[src/core/led_current_pkg.sv]
package led_current_pkg;

  // register offsets on the device register port
  localparam logic [7:0] ADDR_LOW_BATT   = 8'h05;
  localparam logic [7:0] ADDR_LED1_FLASH = 8'h06;
  localparam logic [7:0] ADDR_LED1_MASK  = 8'h07;
  localparam logic [7:0] ADDR_LED1_TORCH = 8'h08;
  localparam logic [7:0] ADDR_LED2_FLASH = 8'h09;
  localparam logic [7:0] ADDR_LED2_MASK  = 8'h0a;
  localparam int         NUM_REGS        = 6;

  // reset values
  localparam logic [7:0] RST_LOW_BATT   = 8'h10;
  localparam logic [7:0] RST_LED1_FLASH = 8'h28;
  localparam logic [7:0] RST_LED1_MASK  = 8'h28;
  localparam logic [7:0] RST_LED1_TORCH = 8'h04;
  localparam logic [7:0] RST_LED2_FLASH = 8'h28;
  localparam logic [7:0] RST_LED2_MASK  = 8'h28;

  // field layout
  localparam int         CODE_W        = 6;
  localparam int         TORCH_W       = 5;
  localparam logic [7:0] FLASH_FIELD_M = 8'h3f;
  localparam logic [7:0] TORCH_FIELD_M = 8'h1f;

  // current scale: one step is 18.7 mA, reported in units of 0.1 mA
  localparam int         CUR_W         = 14;
  localparam logic [7:0] STEP_TENTH_MA = 8'hbb;
  localparam logic [5:0] FLASH_SAT     = 6'h3c;
  localparam logic [5:0] TORCH_SAT     = 6'h10;

  // control codes from neighbouring registers
  localparam logic [2:0] MODE_ASSIST   = 3'h2;
  localparam logic [2:0] MODE_FLASH    = 3'h3;
  localparam logic [1:0] GPIO_TX_MASK  = 2'h2;
  localparam logic [2:0] BATT_DET_OFF  = 3'h0;

endpackage

[src/core/current_code_decoder.sv]
`timescale 1ns/1ps
module current_code_decoder #(
  parameter logic [5:0] SAT_CODE = led_current_pkg::FLASH_SAT
) (
  // clock and reset
  input  wire logic        i_clk,
  input  wire logic        i_rst,
  // selected code
  input  wire logic [5:0]  i_code,
  // registered target
  output logic      [5:0]  o_code,
  output logic      [13:0] o_current
);

  logic [5:0]  code_q;
  logic [13:0] cur_q;
  logic [5:0]  next_code;
  logic [13:0] next_cur;

  always_comb begin
    next_code = (i_code > SAT_CODE) ? SAT_CODE : i_code;
    // both factors widened first so the product is never cut at eight bits
    next_cur  = 14'(next_code)
                * 14'(led_current_pkg::STEP_TENTH_MA);
  end

  always_ff @(posedge i_clk or posedge i_rst) begin
    if (i_rst) begin
      code_q <= 6'h00;
      cur_q  <= 14'h0000;
    end else begin
      code_q <= next_code;
      cur_q  <= next_cur;
    end
  end

  assign o_code    = code_q;
  assign o_current = cur_q;

endmodule

[src/core/led_current_setting_bank.sv]
// How it works
// - register 0x05 bits 5:0 hold low-battery flash code, reset 0x10
// - six-bit code requests code times 18.7 mA, zero code gives zero
// - codes 0x3c and above all request the 1122 mA ceiling
// - register 0x06 bits 5:0 hold first LED flash code, reset 0x28
// - register 0x07 bits 5:0 hold first LED mask code, reset 0x28
// - register 0x08 bits 4:0 hold first LED torch code, reset 0x04
// - torch request never exceeds 299.2 mA; top code gives that maximum
// - register 0x09 bits 5:0 hold second LED flash code, reset 0x28
// - register 0x0a bits 5:0 hold second LED mask code, reset 0x28
// - mask codes apply only with GPIO mask function, mask input, flash
// - low-battery code applies only when detection enabled and battery low
// - mode 010 uses torch codes, mode 011 uses flash codes
`timescale 1ns/1ps
module led_current_setting_bank (
  // clock and reset
  input  wire logic        i_clk,
  input  wire logic        i_rst,
  // register port from the serial interface engine
  input  wire logic        i_wr_en,
  input  wire logic        i_rd_en,
  input  wire logic [7:0]  i_addr,
  input  wire logic [7:0]  i_wdata,
  output logic      [7:0]  o_rdata,
  output logic             o_rd_hit,
  // settings held in neighbouring registers
  input  wire logic [2:0]  i_output_mode_select,
  input  wire logic [1:0]  i_gpio_function,
  input  wire logic [2:0]  i_battery_threshold_select,
  input  wire logic [4:0]  i_second_led_torch_code,
  // asynchronous pins and comparator
  input  wire logic        i_transmit_mask_input,
  input  wire logic        i_battery_low,
  // current targets to the current sources, 0.1 mA units
  output logic      [5:0]  o_led1_code,
  output logic      [13:0] o_led1_current,
  output logic      [5:0]  o_led2_code,
  output logic      [13:0] o_led2_current
);

  localparam logic [7:0] RST_VAL [led_current_pkg::NUM_REGS] = '{
    led_current_pkg::RST_LOW_BATT,
    led_current_pkg::RST_LED1_FLASH,
    led_current_pkg::RST_LED1_MASK,
    led_current_pkg::RST_LED1_TORCH,
    led_current_pkg::RST_LED2_FLASH,
    led_current_pkg::RST_LED2_MASK
  };
  localparam logic [7:0] ADDR_VAL [led_current_pkg::NUM_REGS] = '{
    led_current_pkg::ADDR_LOW_BATT,
    led_current_pkg::ADDR_LED1_FLASH,
    led_current_pkg::ADDR_LED1_MASK,
    led_current_pkg::ADDR_LED1_TORCH,
    led_current_pkg::ADDR_LED2_FLASH,
    led_current_pkg::ADDR_LED2_MASK
  };

  // register storage, whole bytes kept so reserved bits read back
  logic [7:0] regs      [led_current_pkg::NUM_REGS];
  logic [7:0] next_regs [led_current_pkg::NUM_REGS];
  logic [7:0] rdata;
  logic [7:0] next_rdata;
  logic       rd_hit;
  logic       next_rd_hit;

  always_comb begin
    for (int i = 0; i < led_current_pkg::NUM_REGS; i++) begin
      next_regs[i] = regs[i];
      if (i_wr_en && i_addr == ADDR_VAL[i]) begin
        next_regs[i] = i_wdata;
      end
    end
  end

  // read data registered one cycle after the strobe; unmapped reads zero
  always_comb begin
    next_rdata  = 8'h00;
    next_rd_hit = 1'b0;
    if (i_rd_en) begin
      for (int i = 0; i < led_current_pkg::NUM_REGS; i++) begin
        if (i_addr == ADDR_VAL[i]) begin
          next_rdata  = regs[i];
          next_rd_hit = 1'b1;
        end
      end
    end
  end

  always_ff @(posedge i_clk or posedge i_rst) begin
    if (i_rst) begin
      for (int i = 0; i < led_current_pkg::NUM_REGS; i++) begin
        regs[i] <= RST_VAL[i];
      end
      rdata  <= 8'h00;
      rd_hit <= 1'b0;
    end else begin
      for (int i = 0; i < led_current_pkg::NUM_REGS; i++) begin
        regs[i] <= next_regs[i];
      end
      rdata  <= next_rdata;
      rd_hit <= next_rd_hit;
    end
  end

  assign o_rdata  = rdata;
  assign o_rd_hit = rd_hit;

  // two-flop synchronisers for the pin and the comparator
  logic [1:0] mask_sync;
  logic [1:0] batt_sync;
  logic [1:0] next_mask_sync;
  logic [1:0] next_batt_sync;

  always_comb begin
    next_mask_sync = {mask_sync[0], i_transmit_mask_input};
    next_batt_sync = {batt_sync[0], i_battery_low};
  end

  always_ff @(posedge i_clk or posedge i_rst) begin
    if (i_rst) begin
      mask_sync <= 2'h0;
      batt_sync <= 2'h0;
    end else begin
      mask_sync <= next_mask_sync;
      batt_sync <= next_batt_sync;
    end
  end

  // code selection per LED, from stored registers except the LED2 torch code taken from its input, so a write lands
  // in the targets no earlier than the cycle after it completes
  logic       mask_active;
  logic       batt_active;
  logic [5:0] led1_sel;
  logic [5:0] led2_sel;

  always_comb begin
    mask_active = (i_gpio_function == led_current_pkg::GPIO_TX_MASK)
                  && mask_sync[1];
    batt_active = (i_battery_threshold_select != led_current_pkg::BATT_DET_OFF)
                  && batt_sync[1];
    led1_sel = 6'h00;
    led2_sel = 6'h00;
    case (i_output_mode_select)
      led_current_pkg::MODE_FLASH: begin
        // mask wins over low battery: the burst is the shorter, harder limit
        if (mask_active) begin
          led1_sel = regs[2][5:0] & led_current_pkg::FLASH_FIELD_M[5:0];
          led2_sel = regs[5][5:0] & led_current_pkg::FLASH_FIELD_M[5:0];
        end else if (batt_active) begin
          led1_sel = regs[0][5:0] & led_current_pkg::FLASH_FIELD_M[5:0];
          led2_sel = regs[0][5:0] & led_current_pkg::FLASH_FIELD_M[5:0];
        end else begin
          led1_sel = regs[1][5:0] & led_current_pkg::FLASH_FIELD_M[5:0];
          led2_sel = regs[4][5:0] & led_current_pkg::FLASH_FIELD_M[5:0];
        end
      end
      led_current_pkg::MODE_ASSIST: begin
        led1_sel = {1'b0, regs[3][4:0]
                    & led_current_pkg::TORCH_FIELD_M[4:0]};
        led2_sel = {1'b0, i_second_led_torch_code};
      end
      default: begin
        led1_sel = 6'h00;
        led2_sel = 6'h00;
      end
    endcase
  end

  // torch ceiling applies only in assist mode; flash ceiling otherwise
  logic        assist;
  logic [5:0]  d1_code;
  logic [13:0] d1_cur;
  logic [5:0]  t1_code;
  logic [13:0] t1_cur;
  logic [5:0]  d2_code;
  logic [13:0] d2_cur;
  logic [5:0]  t2_code;
  logic [13:0] t2_cur;
  logic        assist_q;
  logic        next_assist;

  assign next_assist = (i_output_mode_select == led_current_pkg::MODE_ASSIST);

  always_ff @(posedge i_clk or posedge i_rst) begin
    if (i_rst) begin
      assist_q <= 1'b0;
    end else begin
      assist_q <= next_assist;
    end
  end

  assign assist = assist_q;

  current_code_decoder #(.SAT_CODE(led_current_pkg::FLASH_SAT)) u_led1_flash (
    .i_clk     (i_clk),
    .i_rst     (i_rst),
    .i_code    (led1_sel),
    .o_code    (d1_code),
    .o_current (d1_cur)
  );
  current_code_decoder #(.SAT_CODE(led_current_pkg::TORCH_SAT)) u_led1_torch (
    .i_clk     (i_clk),
    .i_rst     (i_rst),
    .i_code    (led1_sel),
    .o_code    (t1_code),
    .o_current (t1_cur)
  );
  current_code_decoder #(.SAT_CODE(led_current_pkg::FLASH_SAT)) u_led2_flash (
    .i_clk     (i_clk),
    .i_rst     (i_rst),
    .i_code    (led2_sel),
    .o_code    (d2_code),
    .o_current (d2_cur)
  );
  current_code_decoder #(.SAT_CODE(led_current_pkg::TORCH_SAT)) u_led2_torch (
    .i_clk     (i_clk),
    .i_rst     (i_rst),
    .i_code    (led2_sel),
    .o_code    (t2_code),
    .o_current (t2_cur)
  );

  // outputs are muxes of flop outputs chosen by a flop: glitch-free data
  assign o_led1_code    = assist ? t1_code : d1_code;
  assign o_led1_current = assist ? t1_cur  : d1_cur;
  assign o_led2_code    = assist ? t2_code : d2_code;
  assign o_led2_current = assist ? t2_cur  : d2_cur;

endmodule
[config.mk]
export PLATFORM = sky130hd
export DESIGN_NAME = led_current_setting_bank
export DESIGN_NICKNAME = d
export VERILOG_FILES = /design/src/core/led_current_pkg.sv /design/src/core/current_code_decoder.sv /design/src/core/led_current_setting_bank.sv
export SDC_FILE = /design/constraint.sdc
export NUM_CORES = 1
export LEC_CHECK = 0
export BUFFER_PORTS_ARGS = -buffer_cell sky130_fd_sc_hd__buf_2
export CORE_MARGIN = 5
export CORE_UTILIZATION = 50
export DETAILED_ROUTE_END_ITERATION = 7
export PLACE_DENSITY = 0.68
export SYNTH_ARGS = -nofsm -noshare
export SYNTH_HDL_FRONTEND = slang
export SYNTH_SLANG_ARGS = --single-unit
[constraint.sdc]
create_clock -name i_clk -period 5.6 [get_ports i_clk]
set_clock_uncertainty 0.2 [all_clocks]
set_input_delay 1.4 -clock i_clk [delete_from_list [all_inputs] [get_ports i_clk]]
set_output_delay 1.4 -clock i_clk [all_outputs]
set_load 0.02 [all_outputs]
==> impl_results.md <==
* Status: finished clean
* Final hold vios at 0
* Top Family by Delay on Critical Path: compound AO/OA/AOI/OAI gates
* RSZ-0062 raised after global routing: true
* Pwr Total at 2.667 mW
* Hold Crit Class: reg2reg
* # fillers at 1568
* Simple-gate area share of the yosys netlist at 0.09643
* Cts hold-fix bufs at 0
* Ys flop type: dfrtp_1
* Most common cell after layout, fill and taps aside: buf_4
* R2R Path Start: batt_sync[1]
* Top cell by count, worst path: inv_1
* First-pass GRT wire length at 39080 µm
* Syn Nets at 1091
* Drc violations at 0
* Final Slew Violations at 0
* Initial antenna violation count at 0
* MaxCap Viol Count at 0
* Rows at 51
* Setup crit start: i_battery_threshold_select[1]
* Hold slack at 0.1469 ns
* Mux contribution to synthesized area at 0.1107
* Max frequency at 183.1 MHz
* Post-Syn Area per Cell at 10.84 µm²
* Complex-gate fraction of the synthesized area at 0.1162
* Setup Viol. Count Final at 0
* Area growth syn-to-layout at 26.73%
* Mapped Area at 0.009744 mm²
* Iteration-0 DRC Markers at 438
* Die height at 149.6 µm
* Mapped Cells at 899
* Most frequent cells in the layout: buf_4 (139), dfrtp_1 (127), ha_1 (108)
* Drt pass-1 iters at 6
* Antenna Cells at 0
* Clock transition at path regs at 0.06 ns
* DIE WIDTH at 149.6 µm
* Core Box Area at 0.01933 mm²
* Slew @ Worst Pin at 0.9498 ns
* Largest family of logic cells by synthesized area: adder cells
* Max H-tree Level at 4
* Slew HR at 0.3668
* Worst-path fanout max at 4
* Top-Level Pins at 84
* CTS sink count at 138
* Crit path time final at 5.461 ns
* Post-DP HPWL at 18060 µm
* Flops & latches, synth at 138
* I/O Buffers at 83
* Final wirelength at 23730 µm
* Worst R2R Setup Slack at 0.77 ns
* Maximum vdd drop at 0.1988 mV
* WP depth at 21
* Die area at 0.02238 mm²
* Crit Path Class: in2reg
* Synth area leaders: dfrtp_1 (33%), ha_1 (15%), mux2_2 (11%)
* Yosys top cell by area: dfrtp_1
* Leak pwr at 6.702 nW
* Largest stage delay on the critical path at 0.49 ns
* CP endpoint kind: flip-flop
* Number of global-route vias before repair at 7673
* FF-to-FF path depth at 21
* CP required at 5.71 ns
* CP endpoint: u_led2_torch.o_current[11]
* Worst Setup Start Kind: primary input
* Post-synth EDFFs at 0
* Largest net degree at the start of global routing at 109
* Total number of vias at 7440
* Period utilisation layout at 0.9751
* Maximum clock path buffer count at 2
* CP max-delay cell: fa_1
* Congestion Overflow GR at 0
* Adder-cell area share of the yosys netlist at 0.2347
* Share of layout cells above drive strength 1 at 0.3644
* ANT nets after route at 0
* Yosys top cell area share at 0.3287
* CTS root buffer: clkbuf_16
* GRT Total Usage at 0.2205
* Via density at 5.341
* Register area at 0.003467 mm²
* Placed cell count at 1361
* TritonCTS clock tree: yes
* Yosys cell types at 65
* Worst-path cell chain: buf_2, o311a_1, a21oi_2, a21oi_1, o21ai_2, buf_4, ha_4, inv_1, or2_2, inv_2, fa_1, ha_1, inv_1, fa_1, inv_1, ha_4, a21o_1, a21oi_2, o21ai_1, o41ai_2, xnor2_1
* Fin nets at 1308
* XOR/XNOR share of the synthesized area at 0.03326
* Seq/Total Area, Yosys at 0.3557
* Synth warnings at 0
* WP data arrival at 5.57 ns
* Worst skew pair latency at 0.42 ns
* CP bufs+invs at 6
* Cts bufs inserted at 17
* Initial core utilization at 0.5040
* Routability Congestion at 0.8598
* Worst R2R End: u_led2_torch.o_current[11]
* Final std cells w/o fill at 1393
* Post-DR wirelength/cell at 17.03 µm
* Area of the multi-input gates at 0.006012 mm²
* Async S/R FF share, synth at 1.000
* Pwr dens at 215.9 mW/mm²
==> flip-flops by register name (all words and copies together), names as in the netlist <==
name                    count
assist                      1
batt_sync                   2
mask_sync                   2
o_rdata                     8
u_led2_torch.o_current     14
u_led2_flash.o_code         5
regs                       48
u_led1_torch.o_current     14
u_led1_flash.o_code         5
o_rd_hit                    1
u_led1_flash.o_current     14
u_led1_torch.o_code         5
u_led2_torch.o_code         5
u_led2_flash.o_current     14
==> report_power, final <==
group / switching (mW) / internal [mW] / leakage (nW)
Combinational: 0.189 / 0.157 / 4.54
Sequential: 0.0301 / 1.04 / 1.85
Clock: 0.434 / 0.811 / 0.312
==> cell usage after synthesis, drive strengths merged (6+ instances only) <==
cell	instances
a21boi	7
a21o	8
a21oi	29
a22oi	14
and3	6
buf	10
clkbuf	15
dfrtp	128
dfstp	10
fa	43
ha	114
inv	108
mux2	94
nand2	40
nand2b	7
nand3	11
nand3b	13
nand4	12
nor2	37
nor2b	19
nor3	20
o211ai	6
o21ai	26
o21bai	7
o2bb2ai	8
xnor2	21
xor2	16
==> routing by layer <==
layer,part of all wire,track usage,vias up
li1,-,-,3592
met1,0.45,0.2969,3645
met2,0.49,0.3697,166
met3,0.042,0.03876,37
met4,0.018,0.05950,0
met5,0,0,-
==> metrics by stage <==
step	instance area [µm²]	setup TNS, ns	worst slack (ns)	util
floorplan	9905	-0.1737	-0.06114	-
finish	12350	0	0.1393	0.6387
detailed placement	11600	-4.729	-0.4055	0.5998
global placement	11600	-3.519	-0.2648	0.5998
CTS	12250	0	0.02652	0.6333
global route	12350	-0.1638	-0.07717	0.6387
==> timing repair <==
action                                  4_1_cts  5_1_grt
gates resized for setup                       0       21
endpoints found under the setup margin        0       15
buffers inserted                              0        1
endpoints found under the hold margin         0        0
==> how the worst min path moves through the flow <==
stage	from	end	slack, ns	cells past startpoint
CTS	mask_sync[0]	mask_sync[1]	0.15	0
detailed placement	mask_sync[0]	mask_sync[1]	0.14	0
global route	mask_sync[0]	mask_sync[1]	0.17	0
finish	mask_sync[0]	mask_sync[1]	0.15	0
global placement	mask_sync[0]	mask_sync[1]	0.13	0
floorplan	batt_sync[0]	batt_sync[1]	0.13	0
==> cell type report <==
type                    count  area share
clock buffers              20     0.03698
flip-flops and latches    138      0.2808
inverters                 108     0.03323
repair buffers            223      0.1198
well taps                 265     0.02685
clock inverters            11     0.01560
multi-input cells         628      0.4868
==> logic make-up after synthesis <==
kind of cell,count (synthesis)
muxes,96
xor gates and xnor gates,37
DFF,138
adders and majority gates,157
buffers and inverters,133
and+or+nand+nor,181
AOI/OAI and AO/OA,157
(Power assumes the default switching activity.)
